### config.mk
export PLATFORM = sky130hd
export DESIGN_NAME = logic_module_clock_network
export DESIGN_NICKNAME = d
export VERILOG_FILES = /design/src/cell_net_pkg.sv /design/src/comb_cell.sv /design/src/logic_module_clock_network.sv
export SDC_FILE = /design/constraint.sdc
export NUM_CORES = 1
export LEC_CHECK = 0
export BUFFER_PORTS_ARGS = -buffer_cell sky130_fd_sc_hd__buf_2
export CAP_MARGIN = 20
export CORE_ASPECT_RATIO = 1.2
export CORE_MARGIN = 2
export CORE_UTILIZATION = 35
export DETAILED_ROUTE_END_ITERATION = 7
export GPL_TIMING_DRIVEN = 0
export PLACE_DENSITY = 0.78
export SYNTH_ARGS = -nofsm -noshare
export SYNTH_HDL_FRONTEND = slang
export SYNTH_SLANG_ARGS = --single-unit
### constraint.sdc
create_clock -name ref_clk_in -period 3.3 [get_ports ref_clk_in]
set_input_delay 0.495 -clock ref_clk_in [delete_from_list [all_inputs] [get_ports ref_clk_in]]
set_output_delay 0.495 -clock ref_clk_in [all_outputs]
set_load 0.02 [all_outputs]
### src/cell_net_pkg.sv
// cell_net_pkg: shared constants and carrier types for the logic module and clock network block.
// assumes a single 125 MHz system clock samples every pin that reaches the block.
package cell_net_pkg;

  // array sizes
  localparam int NUM_REG  = 4;
  localparam int NUM_COMB = 4;
  localparam int LUT_IN   = 5;
  localparam int LUT_SIZE = 32;

  // which data input of a combinational cell carries the optional inverter
  localparam int INV_IDX = 2;

  // the hard clock swallows this many rising edges after power-up
  localparam int          STARTUP_EDGES = 3;
  localparam logic [1:0]  START_CNT_MAX = 2'h3;
  localparam logic [1:0]  START_CNT_RST = 2'h0;

  // register reset value and the levels that clear and preset force
  localparam logic FLOP_RST    = 1'h0;
  localparam logic FLOP_CLEAR  = 1'h0;
  localparam logic FLOP_PRESET = 1'h1;

  // truth table of a two-way mux, out = in2 ? in1 : in0, used by the paired cell flop
  localparam logic [LUT_SIZE-1:0] LATCH_LUT = 32'hCACACACA;

  // synchroniser lane order
  localparam int PIN_HARD  = 0;
  localparam int PIN_A     = 1;
  localparam int PIN_B     = 2;
  localparam int PIN_TRST  = 3;
  localparam int PIN_COUNT = 4;

  // clock source of a register module
  typedef enum logic [1:0] {
    SRC_HARD,
    SRC_ROUTED_A,
    SRC_ROUTED_B
  } clk_src_t;

  // clock tap offered to combinational cells: the hard clock is never a choice
  typedef enum logic [1:0] {
    TAP_NONE,
    TAP_ROUTED_A,
    TAP_ROUTED_B
  } comb_tap_t;

  // static configuration of one register module
  typedef struct packed {
    logic     falling_edge;
    clk_src_t src;
  } reg_cfg_t;

  // live controls of one register module
  typedef struct packed {
    logic d;
    logic clear;
    logic preset;
    logic enable_select_0;
    logic enable_select_1;
  } reg_ctl_t;

  // configuration of one combinational cell
  typedef struct packed {
    logic [LUT_SIZE-1:0] lut;
    logic                invert;
    comb_tap_t           tap;
  } comb_cfg_t;

endpackage

### src/comb_cell.sv
// comb_cell: five-input combinational module with one invertible input.
// assumes the caller registers the result; no state is kept here.
`timescale 1ns/100ps

module comb_cell (
  input  wire logic [cell_net_pkg::LUT_IN-1:0]   data_in,
  input  wire logic [cell_net_pkg::LUT_SIZE-1:0] lut_in,
  input  wire logic                              invert_in,
  output logic                                   result_out
);

  logic [cell_net_pkg::LUT_IN-1:0] index;

  // the invertible input flips before the table lookup, which only reorders the 32 table entries
  always_comb begin
    index                         = data_in;
    index[cell_net_pkg::INV_IDX]  = data_in[cell_net_pkg::INV_IDX] ^ invert_in;
    result_out                    = lut_in[index];
  end

endmodule // comb_cell

### src/logic_module_clock_network.sv
// logic_module_clock_network: register modules, combinational modules and the three clock networks.
// assumes clock pins and the test reset pin are asynchronous; all other inputs come from logic on ref_clk_in.
`timescale 1ns/100ps

module logic_module_clock_network (
  input  wire logic                                                ref_clk_in,
  input  wire logic                                                reset_in,
  input  wire logic                                                hard_clock_pin_in,
  input  wire logic                                                routed_clock_a_pin_in,
  input  wire logic                                                routed_clock_b_pin_in,
  input  wire logic                                                internal_clock_buffer_a_in,
  input  wire logic                                                internal_clock_buffer_b_in,
  input  wire logic                                                routed_a_internal_sel_in,
  input  wire logic                                                routed_b_internal_sel_in,
  input  wire logic                                                test_reset_reserved_in,
  input  wire logic                                                test_reset_pin_in,
  input  wire cell_net_pkg::reg_cfg_t  [cell_net_pkg::NUM_REG-1:0]  reg_cfg_in,
  input  wire cell_net_pkg::reg_ctl_t  [cell_net_pkg::NUM_REG-1:0]  reg_ctl_in,
  input  wire cell_net_pkg::comb_cfg_t [cell_net_pkg::NUM_COMB-1:0] comb_cfg_in,
  input  wire logic [cell_net_pkg::NUM_COMB-1:0][cell_net_pkg::LUT_IN-1:0] comb_data_in,
  input  wire logic                                                paired_d_in,
  output logic [cell_net_pkg::NUM_REG-1:0]                         reg_q_out,
  output logic [cell_net_pkg::NUM_COMB-1:0]                        comb_out,
  output logic                                                     paired_cell_flop_out,
  output logic                                                     hard_clock_live_out
);

  logic [cell_net_pkg::PIN_COUNT-1:0] pin_meta_q;
  logic [cell_net_pkg::PIN_COUNT-1:0] pin_sync_q;
  logic                               net_a;
  logic                               net_b;
  logic                               net_hard_prev_q;
  logic                               net_a_prev_q;
  logic                               net_b_prev_q;
  logic                               hard_rise;
  logic                               hard_fall;
  logic                               a_rise;
  logic                               a_fall;
  logic                               b_rise;
  logic                               b_fall;
  logic [1:0]                         start_cnt_q;
  logic                               bypass;
  logic                               hard_live;
  logic [cell_net_pkg::NUM_REG-1:0]   reg_q;
  logic [cell_net_pkg::NUM_COMB-1:0]  comb_q;
  logic                               master_q;
  logic                               slave_q;
  logic                               master_d;
  logic                               slave_d;

  // two flops on every asynchronous pin; the first stage feeds only the second
  always_ff @(posedge ref_clk_in) begin
    pin_meta_q <= {test_reset_pin_in, routed_clock_b_pin_in, routed_clock_a_pin_in, hard_clock_pin_in};
    pin_sync_q <= pin_meta_q;
  end

  // routed networks take the pin or the internal clock buffer
  assign net_a = routed_a_internal_sel_in ? internal_clock_buffer_a_in : pin_sync_q[cell_net_pkg::PIN_A];
  assign net_b = routed_b_internal_sel_in ? internal_clock_buffer_b_in : pin_sync_q[cell_net_pkg::PIN_B];

  // previous levels for edge detection on each network
  // reset loads the live level, so a pin that idles high gives no false edge after reset
  always_ff @(posedge ref_clk_in) begin
    if (reset_in) begin
      net_hard_prev_q <= pin_sync_q[cell_net_pkg::PIN_HARD];
      net_a_prev_q    <= net_a;
      net_b_prev_q    <= net_b;
    end else begin
      net_hard_prev_q <= pin_sync_q[cell_net_pkg::PIN_HARD];
      net_a_prev_q    <= net_a;
      net_b_prev_q    <= net_b;
    end
  end

  assign hard_rise = pin_sync_q[cell_net_pkg::PIN_HARD] & ~net_hard_prev_q;
  assign hard_fall = ~pin_sync_q[cell_net_pkg::PIN_HARD] & net_hard_prev_q;
  assign a_rise    = net_a & ~net_a_prev_q;
  assign a_fall    = ~net_a & net_a_prev_q;
  assign b_rise    = net_b & ~net_b_prev_q;
  assign b_fall    = ~net_b & net_b_prev_q;

  // reserved test reset tied low skips the start-up blocking
  assign bypass = test_reset_reserved_in & ~pin_sync_q[cell_net_pkg::PIN_TRST];

  // count swallowed hard edges after power-up; guards against a slow power-on reset
  always_ff @(posedge ref_clk_in) begin
    if (reset_in) begin
      start_cnt_q <= cell_net_pkg::START_CNT_RST;
    end else if (hard_rise && start_cnt_q != cell_net_pkg::START_CNT_MAX) begin
      start_cnt_q <= start_cnt_q + 2'h1;
    end
  end

  assign hard_live           = bypass | (start_cnt_q == cell_net_pkg::START_CNT_MAX);
  assign hard_clock_live_out = hard_live;

  // register modules: per-register source and polarity select the effective edge
  for (genvar i = 0; i < cell_net_pkg::NUM_REG; i++) begin : g_reg
    logic edge_hit;
    logic enable;

    always_comb begin
      case (reg_cfg_in[i].src)
        cell_net_pkg::SRC_HARD:     edge_hit = hard_live & (reg_cfg_in[i].falling_edge ? hard_fall : hard_rise);
        cell_net_pkg::SRC_ROUTED_A: edge_hit = reg_cfg_in[i].falling_edge ? a_fall : a_rise;
        cell_net_pkg::SRC_ROUTED_B: edge_hit = reg_cfg_in[i].falling_edge ? b_fall : b_rise;
        default:                    edge_hit = 1'h0;
      endcase
    end

    // register holds while both selects are low
    assign enable = reg_ctl_in[i].enable_select_0 | reg_ctl_in[i].enable_select_1;

    // clear first, then preset, both ahead of the enable
    always_ff @(posedge ref_clk_in) begin
      if (reset_in) begin
        reg_q[i] <= cell_net_pkg::FLOP_RST;
      end else if (reg_ctl_in[i].clear) begin
        reg_q[i] <= cell_net_pkg::FLOP_CLEAR;
      end else if (reg_ctl_in[i].preset) begin
        reg_q[i] <= cell_net_pkg::FLOP_PRESET;
      end else if (edge_hit && enable) begin
        reg_q[i] <= reg_ctl_in[i].d;
      end
    end
  end

  assign reg_q_out = reg_q;

  // combinational modules; the tap on input 4 offers routed clocks only, never the hard clock
  for (genvar j = 0; j < cell_net_pkg::NUM_COMB; j++) begin : g_comb
    logic [cell_net_pkg::LUT_IN-1:0] cell_in;
    logic                            cell_res;

    always_comb begin
      cell_in = comb_data_in[j];
      case (comb_cfg_in[j].tap)
        cell_net_pkg::TAP_ROUTED_A: cell_in[cell_net_pkg::LUT_IN-1] = net_a;
        cell_net_pkg::TAP_ROUTED_B: cell_in[cell_net_pkg::LUT_IN-1] = net_b;
        default:                    cell_in[cell_net_pkg::LUT_IN-1] = comb_data_in[j][cell_net_pkg::LUT_IN-1];
      endcase
    end

    comb_cell u_cell (
      .data_in    (cell_in),
      .lut_in     (comb_cfg_in[j].lut),
      .invert_in  (comb_cfg_in[j].invert),
      .result_out (cell_res)
    );

    // registered so the output is glitch free, at one cycle of latency
    always_ff @(posedge ref_clk_in) begin
      if (reset_in) begin
        comb_q[j] <= 1'h0;
      end else begin
        comb_q[j] <= cell_res;
      end
    end
  end

  assign comb_out = comb_q;

  // paired cell flop: master mux transparent while routed clock a is low (inverted gate), slave while high
  comb_cell u_master (
    .data_in    ({2'h0, net_a, paired_d_in, master_q}),
    .lut_in     (cell_net_pkg::LATCH_LUT),
    .invert_in  (1'h1),
    .result_out (master_d)
  );

  comb_cell u_slave (
    .data_in    ({2'h0, net_a, master_q, slave_q}),
    .lut_in     (cell_net_pkg::LATCH_LUT),
    .invert_in  (1'h0),
    .result_out (slave_d)
  );

  // the loop is closed through flops; slower than a register module, fine off critical paths
  always_ff @(posedge ref_clk_in) begin
    if (reset_in) begin
      master_q <= cell_net_pkg::FLOP_RST;
      slave_q  <= cell_net_pkg::FLOP_RST;
    end else begin
      master_q <= master_d;
      slave_q  <= slave_d;
    end
  end

  assign paired_cell_flop_out = slave_q;
endmodule // logic_module_clock_network

==> results of run 1 <==
## sequential cells by signal, indices dropped and copies added (netlist names)
name	cells
net_a_prev_q	1
pin_sync_q	4
comb_out	4
paired_cell_flop_out	1
pin_meta_q	4
reg_q_out	4
net_b_prev_q	1
start_cnt_q	2
master_q	1
net_hard_prev_q	1
## cells in the mapped netlist (all sizes together), types with 5 or more instances
cell type	count	share of area, %
buf	6	2.0
nand2	14	2.3
o31a	6	2.3
inv	9	1.5
clkbuf	5	0.84
ha	9	5.0
mux4	40	40
o21ai	5	1.1
mux2i	14	6.3
a21oi	6	1.3
nor2	19	3.2
dfxtp	23	21
## cell type report
| class | instances | area (µm²) | area share, % |
|---|---|---|---|
| inverters | 9 | 33.8 | 0.988 |
| repair buffers | 205 | 1030 | 30.0 |
| clock buffers | 3 | 41.3 | 1.21 |
| flip-flops and latches | 23 | 460 | 13.5 |
| clock inverters | 1 | 7.51 | 0.220 |
| well taps | 82 | 103 | 3.00 |
| plain buffers | 11 | 63.8 | 1.87 |
| multi-input cells | 152 | 1680 | 49.2 |
## worst register-to-register path, stage by stage, from the launching register on
cell	delay, ns
dfxtp_1	0.30
mux2_2	0.27
buf_4	0.20
mux2i_1	0.13
o21a_1	0.19
o31a_1	0.29
o31a_1	0.26
## where the power goes
group / internal, mW / switching, mW
Combinational: 0.229 / 0.148
Clock: 0.0854 / 0.0946
Sequential: 0.298 / 0.0110
## cells in the final DEF, fill, tap and decap left out, types with 4 or more instances in the layout
cell type / netlist / final
a21oi_1: 6 / 6
a22oi_1: 4 / 4
buf_2: 0 / 205
buf_4: 6 / 6
clkbuf_1: 5 / 5
dfxtp_1: 23 / 23
ha_1: 9 / 9
inv_1: 9 / 9
mux2i_1: 14 / 14
mux4_2: 40 / 40
nand2_1: 14 / 14
nor2_1: 19 / 19
nor4b_1: 4 / 4
o21ai_0: 5 / 5
o22ai_1: 4 / 4
o31a_1: 6 / 6
or2_2: 4 / 4
xor2_1: 4 / 4
## final timing paths
path	startpoint	to	slack, ns
worst min-delay path	test_reset_pin_in	pin_meta_q[3]$_DFF_P_	0.32
worst max register to register	pin_sync_q[1]$_DFF_P_	reg_q_out[1]$_SDFFE_PP0P_	1.54
worst min register to register	pin_meta_q[1]$_DFF_P_	pin_sync_q[1]$_DFF_P_	0.33
worst max-delay path	routed_a_internal_sel_in	reg_q_out[1]$_SDFFE_PP0P_	1.47
## metal layers
metal	part of all wire (%)	vias to the layer above
met5	0.15	-
met4	0.95	2
met3	7.8	8
met2	55	131
met1	36	1139
li1	-	1191
## cell families (layout without fill, tap and decap cells)
kind of cell / after synthesis / in the layout / synth area share [%]
AOI/OAI and AO/OA: 33 / 33 / 10.2
xor gates and xnor gates: 5 / 5 / 1.95
DFF: 23 / 23 / 20.5
buffers and inverters: 20 / 229 / 4.35
and+or+nand+nor: 49 / 49 / 10.4
adders and majority gates: 9 / 9 / 5.03
muxes: 56 / 56 / 47.5
==> results.sh, run 1 <==
export IMPL_outcome="completed"
export IMPL_vias_per_cell=5.08
export IMPL_cts_inserted_buffers=3
export IMPL_overflow=0
export IMPL_grt_use_met1_pct=21.8
export IMPL_ys_flop_type="dfxtp_1"
export IMPL_core_area_um2=6130
export IMPL_cts_hold_buffers=0
export IMPL_hold_viol_final=0
export IMPL_synth_edf_count=0
export IMPL_setup_ws_ns=1.47
export IMPL_worst_pin_slew_ns=0.571
export IMPL_synth_seq_cells=23
export IMPL_die_w_um=77.0
export IMPL_synth_cells=195
export IMPL_setup_tns_ns=0
export IMPL_synth_cell_type_count=28
export IMPL_num_rows=31
export IMPL_grt_usage_pct=20.3
export IMPL_grt_busiest_layer="met2"
export IMPL_crit_type="in -> reg"
export IMPL_num_fill_cells=565
export IMPL_worstPathCellList="buf_2 -> mux2_2 -> buf_4 -> mux2i_1 -> o21a_1 -> o31a_1 -> o31a_1"
export IMPL_finClkSkew_ns=0.00383
export IMPL_synth_warning_count=0
export IMPL_grt_first_pass_wirelength_mm=11.4
export IMPL_final_util_pct=55.8
export IMPL_setup_viol=0
export IMPL_crit_path_end_kind="register"
export IMPL_diodes=0
export IMPL_total_power_uw=867
export IMPL_synth_area_um2=2240
export IMPL_post_cts_buffers=0
export IMPL_crit_path_frequent_cell="o31a_1"
export IMPL_finalHoldWorstSlack_ns=0.322
export IMPL_start_kind="primary input"
export IMPL_grt_met3_usage_pct=4.23
export IMPL_fmax_mhz=546
export IMPL_dpl_cell_area_um2=3370
export IMPL_grt_use_met2_pct=39.4
export IMPL_synthArstFlopShare_pct=0
export IMPL_wl_mm=7.47
export IMPL_io_buffers=205
export IMPL_gp_congestion=0.803
export IMPL_maxSlewViolCount=0
export IMPL_drive_above_1_share_pct=64.6
export IMPL_final_cells=486
export IMPL_vias=2471
export IMPL_nets=618
export IMPL_initial_utilization_pct=36.6
export IMPL_worst_ep_required_time_ns=3.46
export IMPL_cts_sinks=23
export IMPL_clk_path_buf_depth=2
export IMPL_power_leakage_nw=1.70
export IMPL_worstSkewPairLatency_ns=0.27
export IMPL_fin_crit_ns=1.83
export IMPL_powerDensity_nw_per_um2=254
export IMPL_critPathSlowestCell="mux2_2"
export IMPL_route_detailed_drc=0
export IMPL_wl_per_cell_um=15.4
export IMPL_worstRegToRegCells=6
export IMPL_grt_start_max_net_pins=15
export IMPL_dp_hpwl_mm=6.67
export IMPL_hold_path_class="in -> reg"
export IMPL_maxCapViolations=0
export IMPL_drtIter0Drc=54
export IMPL_crit_cells=7
export IMPL_final_period_utilization_pct=55.5
export IMPL_ir_drop_v=0.000140
export IMPL_slew_limit_headroom_pct=61.9
export IMPL_stdcell_area_um2=3420
export IMPL_syn_num_nets=408
export IMPL_post_cts_resized=0
export IMPL_cts_root_buf="clkbuf_8"
export IMPL_critPathMaxStageDelay_ns=0.34
export IMPL_die_h_um=91.7
export IMPL_cp_data_arrival_time_ns=1.99
export IMPL_dp_cells=482
export IMPL_clkSlewWorstSetupHoldPaths_ns=0.09
export IMPL_synth_yosys_seq_area_share_pct=20.5
export IMPL_worst_path_buf_inv=2
export IMPL_syn_area_per_cell_um2=11.5
export IMPL_drtPass1Iterations=4
export IMPL_final_antenna_net_count=0
export IMPL_grt_pass1_vias=2555
export IMPL_cts_htree_levels=1
export IMPL_dpl_worst_slack_ns=1.17
export IMPL_ios=214
export IMPL_crit_family="compound AO/OA/AOI/OAI gates"
export IMPL_antenna_found_initial=1
export IMPL_die_area_um2=7060
export IMPL_rsz0062_at_grt="no"
export IMPL_syn2layout_area_growth_pct=52.5
export IMPL_crit_fanout=10
export IMPL_tritoncts="built"
export IMPL_whs_path_depth=1
Power figures use the tool's default switching activity.
==> run 2, diff against run 1 <==
--- a/config.mk
+++ b/config.mk
@@ -9,10 +9,10 @@
 export CAP_MARGIN = 20
 export CORE_ASPECT_RATIO = 1.2
 export CORE_MARGIN = 2
-export CORE_UTILIZATION = 35
+export CORE_UTILIZATION = 34
 export DETAILED_ROUTE_END_ITERATION = 7
 export GPL_TIMING_DRIVEN = 0
-export PLACE_DENSITY = 0.78
+export PLACE_DENSITY = 0.79
 export SYNTH_ARGS = -nofsm -noshare
 export SYNTH_HDL_FRONTEND = slang
 export SYNTH_SLANG_ARGS = --single-unit
==> constraint.sdc (replaced) <==
create_clock -name ref_clk_in -period 1.55 [get_ports ref_clk_in]
set_input_delay 0.2325 -clock ref_clk_in [delete_from_list [all_inputs] [get_ports ref_clk_in]]
set_output_delay 0.2325 -clock ref_clk_in [all_outputs]
set_load 0.02 [all_outputs]
==> results.sh, run 2 (synthesis results as in run 1) <==
export IMPL_outcome="finished with violations"
export IMPL_violations="negative setup slack"
export IMPL_num_rows=32
export IMPL_io_buffers=205
export IMPL_fin_crit_ns=1.64
export IMPL_rsz0062_at_grt="yes"
export IMPL_crit_fanout=6
export IMPL_gp_congestion=0.829
export IMPL_crit_start="pin_sync_q[1]$_DFF_P_"
export IMPL_vias=2566
export IMPL_cts_inserted_buffers=3
export IMPL_grt_usage_pct=19.7
export IMPL_route_detailed_drc=0
export IMPL_final_util_pct=56.2
export IMPL_tritoncts="built"
export IMPL_hold_path_class="in -> reg"
export IMPL_drtPass1Iterations=4
export IMPL_dp_hpwl_mm=6.68
export IMPL_ios=214
export IMPL_syn2layout_area_growth_pct=60.6
export IMPL_vias_per_cell=5.19
export IMPL_final_cells=494
export IMPL_critPathMaxStageDelay_ns=0.31
export IMPL_nets=623
export IMPL_critPathSlowestCell="dfxtp_1"
export IMPL_drtIter0Drc=68
export IMPL_crit_path_end_kind="register"
export IMPL_clkSlewWorstSetupHoldPaths_ns=0.08
export IMPL_start_kind="register"
export IMPL_dp_cells=485
export IMPL_mostFrequentLayoutCell="buf_2"
export IMPL_maxSlewViolCount=0
export IMPL_wl_mm=7.55
export IMPL_cts_hold_buffers=0
export IMPL_clk_path_buf_depth=2
export IMPL_setup_ws_ns=-0.0877
export IMPL_cts_root_buf="clkbuf_8"
export IMPL_crit_type="reg -> reg"
export IMPL_crit_path_frequent_cell="o31a_1"
export IMPL_grt_start_max_net_pins=13
export IMPL_maxCapViolations=0
export IMPL_hp_start="routed_clock_a_pin_in"
export IMPL_fmax_mhz=611
export IMPL_hold_viol_final=0
export IMPL_final_period_utilization_pct=106
export IMPL_die_area_um2=7260
export IMPL_core_area_um2=6410
export IMPL_cts_htree_levels=1
export IMPL_drive_above_1_share_pct=70.2
export IMPL_cts_sinks=23
export IMPL_worstSkewPairLatency_ns=0.26
export IMPL_r2r_start="pin_sync_q[1]$_DFF_P_"
export IMPL_grt_first_pass_wirelength_mm=11.4
export IMPL_die_w_um=78.1
export IMPL_setup_viol=4
export IMPL_worst_ep_required_time_ns=1.70
export IMPL_grt_pass1_vias=2666
export IMPL_slew_limit_headroom_pct=59.3
export IMPL_worst_pin_slew_ns=0.611
export IMPL_diodes=0
export IMPL_initial_utilization_pct=35.0
export IMPL_final_antenna_net_count=0
export IMPL_power_leakage_nw=1.78
export IMPL_antenna_found_initial=0
export IMPL_worstPathCellList="mux2_4 -> buf_8 -> mux2i_1 -> o21a_1 -> o31a_1 -> o31a_1"
export IMPL_die_h_um=92.9
export IMPL_final_cell_mix="buf_2, mux4_2, dfxtp_1"
export IMPL_finalHoldWorstSlack_ns=0.0687
export IMPL_finClkSkew_ns=0.00251
export IMPL_powerDensity_nw_per_um2=527
export IMPL_wl_per_cell_um=15.3
export IMPL_overflow=0
export IMPL_ir_drop_v=0.000276
export IMPL_cp_data_arrival_time_ns=1.79
## run 2: changes by cell type in the layout (fill, tap and decap cells not counted), moves of 3 or more
cell and change:
a21oi_1 -3, a21oi_2 +3, a221oi_1 -3, a221oi_2 +3
buf_12 +4, clkbuf_1 -3, clkbuf_2 +4, o21ai_0 -4
## run 2: timing repair
item	CTS	global route
buffers inserted	6	0
setup endpoints to repair	4	8
pin swaps	4	6
resized for setup	9	15
gates cloned	0	0
## run 2: report_power, final
part / leakage, nW / total [mW] / internal, mW / switching, mW
combinational: 1.56 / 0.871 / 0.536 / 0.335
sequential: 0.192 / 0.660 / 0.636 / 0.0246
clock: 0.0228 / 0.367 / 0.183 / 0.184
total: 1.78 / 1.90 / 1.35 / 0.543
## run 2: through the flow
| step | power (mW) | TNS, ns | worst slack [ns] | instance area (µm²) |
|---|---|---|---|---|
| floorplan | 1.15 | -0.184 | -0.0374 | 2310 |
| global placement | 1.47 | -1.05 | -0.193 | 3450 |
| detailed placement | 1.50 | -1.28 | -0.231 | 3450 |
| CTS | 1.91 | -0.303 | -0.100 | 3570 |
| global route | 2.02 | -0.449 | -0.158 | 3600 |
| finish | 1.90 | -0.237 | -0.0877 | 3600 |
## run 2: worst max-delay path: cells and delay by family, from the launching register on
family,cells,cell delay (ns)
AOI/OAI and AO/OA,3,0.68
muxes,2,0.39
DFF,1,0.31
buffers and inverters,1,0.14
## run 2: layout make-up
| type | count | area, µm² |
|---|---|---|
| Tap cell | 85 | 106 |
| Inverter | 9 | 33.8 |
| Fill cell | 591 | 2810 |
| Timing Repair Buffer | 211 | 1070 |
| Sequential cell | 23 | 462 |
| Buffer | 10 | 119 |
| Multi-Input combinational cell | 152 | 1760 |
| Clock buffer | 4 | 45.0 |
## run 2: final timing paths
check                           cells after the start                         to  slack (ns)
worst max-delay path                                6  reg_q_out[1]$_SDFFE_PP0P_       -0.09
worst min-delay path                                1      pin_meta_q[1]$_DFF_P_        0.07
worst max register to register                      6  reg_q_out[1]$_SDFFE_PP0P_       -0.09
worst min register to register                      0      pin_sync_q[3]$_DFF_P_        0.33
## run 2: metal layers
| metal | GRT usage (%) | up-vias | wire length (µm) | part of all wire (%) |
|---|---|---|---|---|
| met5 | 0 | - | 0 | 0 |
| met4 | 7.31 | 0 | 187 | 2.5 |
| met3 | 2.05 | 18 | 452 | 6.0 |
| met2 | 38.8 | 124 | 4200 | 56 |
| met1 | 21.4 | 1222 | 2710 | 36 |
| li1 | - | 1202 | - | - |
==> run 3, diff against run 2 <==
--- a/config.mk
+++ b/config.mk
@@ -9,10 +9,10 @@
 export CAP_MARGIN = 20
 export CORE_ASPECT_RATIO = 1.2
 export CORE_MARGIN = 2
-export CORE_UTILIZATION = 34
+export CORE_UTILIZATION = 35
 export DETAILED_ROUTE_END_ITERATION = 7
 export GPL_TIMING_DRIVEN = 0
-export PLACE_DENSITY = 0.79
+export PLACE_DENSITY = 0.78
 export SYNTH_ARGS = -nofsm -noshare
 export SYNTH_HDL_FRONTEND = slang
 export SYNTH_SLANG_ARGS = --single-unit
==> constraint.sdc (replaced) <==
create_clock -name ref_clk_in -period 1.71 [get_ports ref_clk_in]
set_input_delay 0.2565 -clock ref_clk_in [delete_from_list [all_inputs] [get_ports ref_clk_in]]
set_output_delay 0.2565 -clock ref_clk_in [all_outputs]
set_load 0.02 [all_outputs]
==> results.sh, run 3 (synthesis results as in run 1) <==
export IMPL_outcome="completed"
export IMPL_ios=214
export IMPL_hp_start="test_reset_pin_in"
export IMPL_grt_usage_pct=20.4
export IMPL_worstReg2RegEnd="reg_q_out[1]$_SDFFE_PP0P_"
export IMPL_clk_path_buf_depth=2
export IMPL_rrSetupSlack_ns=0.06
export IMPL_fin_crit_ns=1.65
export IMPL_wl_per_cell_um=15.5
export IMPL_hold_viol_final=0
export IMPL_multi_input_area_um2=1710
export IMPL_initial_utilization_pct=36.6
export IMPL_cp_data_arrival_time_ns=1.81
export IMPL_finClkSkew_ns=0.00213
export IMPL_r2r_start="pin_sync_q[1]$_DFF_P_"
export IMPL_io_buffers=205
export IMPL_dp_hpwl_mm=6.67
export IMPL_worstRegToRegCells=6
export IMPL_diodes=0
export IMPL_setup_viol=0
export IMPL_final_period_utilization_pct=96.5
export IMPL_wl_mm=7.56
export IMPL_start_kind="register"
export IMPL_gp_congestion=0.803
export IMPL_power_leakage_nw=1.73
export IMPL_drtPass1Iterations=4
export IMPL_maxSlewViolCount=0
export IMPL_crit_fanout=5
export IMPL_vias_per_cell=5.08
export IMPL_cts_root_buf="clkbuf_8"
export IMPL_slew_limit_headroom_pct=61.6
export IMPL_antenna_found_initial=1
export IMPL_setup_tns_ns=0
export IMPL_overflow=0
export IMPL_die_h_um=91.7
export IMPL_worstSkewPairLatency_ns=0.26
export IMPL_hold_path_end="pin_meta_q[3]$_DFF_P_"
export IMPL_tritoncts="built"
export IMPL_die_w_um=77.0
export IMPL_worst_pin_slew_ns=0.576
export IMPL_cts_inserted_buffers=3
export IMPL_setup_ws_ns=0.0605
export IMPL_dp_cells=482
export IMPL_fmax_mhz=606
export IMPL_mostFrequentLayoutCell="buf_2"
export IMPL_rsz0062_at_grt="yes"
export IMPL_final_cells=488
export IMPL_maxCapViolations=0
export IMPL_num_rows=31
export IMPL_drive_above_1_share_pct=66.3
export IMPL_crit_type="reg -> reg"
export IMPL_grt_pass1_vias=2563
export IMPL_ir_drop_v=0.000265
export IMPL_drtIter0Drc=55
export IMPL_nets=620
export IMPL_vias=2479
export IMPL_core_area_um2=6130
export IMPL_die_area_um2=7060
export IMPL_whs_path_depth=1
export IMPL_route_detailed_drc=0
export IMPL_num_fill_cells=556
export IMPL_cts_sinks=23
export IMPL_crit_path_end_kind="register"
export IMPL_syn2layout_area_growth_pct=55.0
export IMPL_worst_ep_required_time_ns=1.87
export IMPL_final_antenna_net_count=0
export IMPL_cts_htree_levels=1
export IMPL_grt_start_max_net_pins=15
export IMPL_dpl_worst_slack_ns=-0.184
export IMPL_final_cell_mix="buf_2, mux4_2, dfxtp_1"
export IMPL_seq_area_um2=463
export IMPL_clkSlewWorstSetupHoldPaths_ns=0.08
export IMPL_crit_start="pin_sync_q[1]$_DFF_P_"
export IMPL_powerDensity_nw_per_um2=487
export IMPL_grt_first_pass_wirelength_mm=11.4
export IMPL_hold_path_class="in -> reg"
run 3: cell count changes in the layout (fill, tap and decap cells not counted), sizes merged:
| cell | before | now |
|---|---|---|
| clkbuf | 9 | 8 |
| clkinvlp | 0 | 1 |
| buf | 216 | 213 |
run 3: final cells by class:
type,count,share of cell area (%)
Sequential cell,23,13.3
Clock inverter,1,0.216
Inverter,9,0.973
Clock buffer,3,1.19
Multi-Input combinational cell,152,49.3
Buffer,10,1.84
Tap cell,82,2.95
Timing Repair Buffer,208,30.2
run 3: timing repair:
action | 4_1_cts | 5_1_grt
setup buffers | 2 | 1
endpoints found under the hold margin | 0 | 0
pin swaps | 0 | 6
resized for setup | 5 | 5
setup endpoints to repair | 4 | 4
hold buffers | 0 | 0
run 3: how the worst max path moves through the flow:
| stage | to | slack, ns | depth (start not counted) |
|---|---|---|---|
| 2_1_floorplan | reg_q_out[1]$_SDFFE_PP0P_ | 0.01 | 6 |
| 3_3_place_gp | comb_out[2]$_SDFF_PP0_ | -0.18 | 5 |
| 3_5_place_dp | comb_out[2]$_SDFF_PP0_ | -0.18 | 5 |
| 4_1_cts | reg_q_out[1]$_SDFFE_PP0P_ | 0.007 | 6 |
| 5_1_grt | reg_q_out[1]$_SDFFE_PP0P_ | -0.01 | 5 |
| 6_report | reg_q_out[1]$_SDFFE_PP0P_ | 0.06 | 6 |
run 3: through the flow:
| step | util [%] | hold slack [ns] | power, mW | cell area [µm²] |
|---|---|---|---|---|
| after floorplan | - | 0.284 | 1.02 | 2240 |
| after global placement | 55.0 | 0.310 | 1.32 | 3370 |
| after detailed placement | 55.0 | 0.315 | 1.35 | 3370 |
| after CTS | 56.5 | 0.0748 | 1.71 | 3460 |
| after global routing | 56.7 | 0.0705 | 1.81 | 3470 |
| final | 56.7 | 0.0867 | 1.69 | 3470 |
run 3: metal layers:
metal | wire (µm) | vias to the layer above | GRT usage (%)
met4 | 71 | 2 | 5.80
li1 | - | 1195 | -
met2 | 4140 | 133 | 39.2
met5 | 13 | - | 0
met1 | 2730 | 1141 | 22.3
met3 | 598 | 8 | 4.23
run 3: worst max-delay path, cell delays in order, from the launching register on:
cell and delay (ns):
dfxtp_2 0.32, mux2_4 0.28, buf_8 0.14, mux2i_1 0.11, o21a_1 0.21, o31a_1 0.23
o31a_1 0.26
run 3: power breakdown:
part	leakage, nW	internal (mW)	switching (mW)	total, mW
Clock	0.0217	0.165	0.179	0.344
Sequential	0.192	0.576	0.0219	0.598
Combinational	1.51	0.456	0.295	0.751
Total	1.73	1.20	0.496	1.69
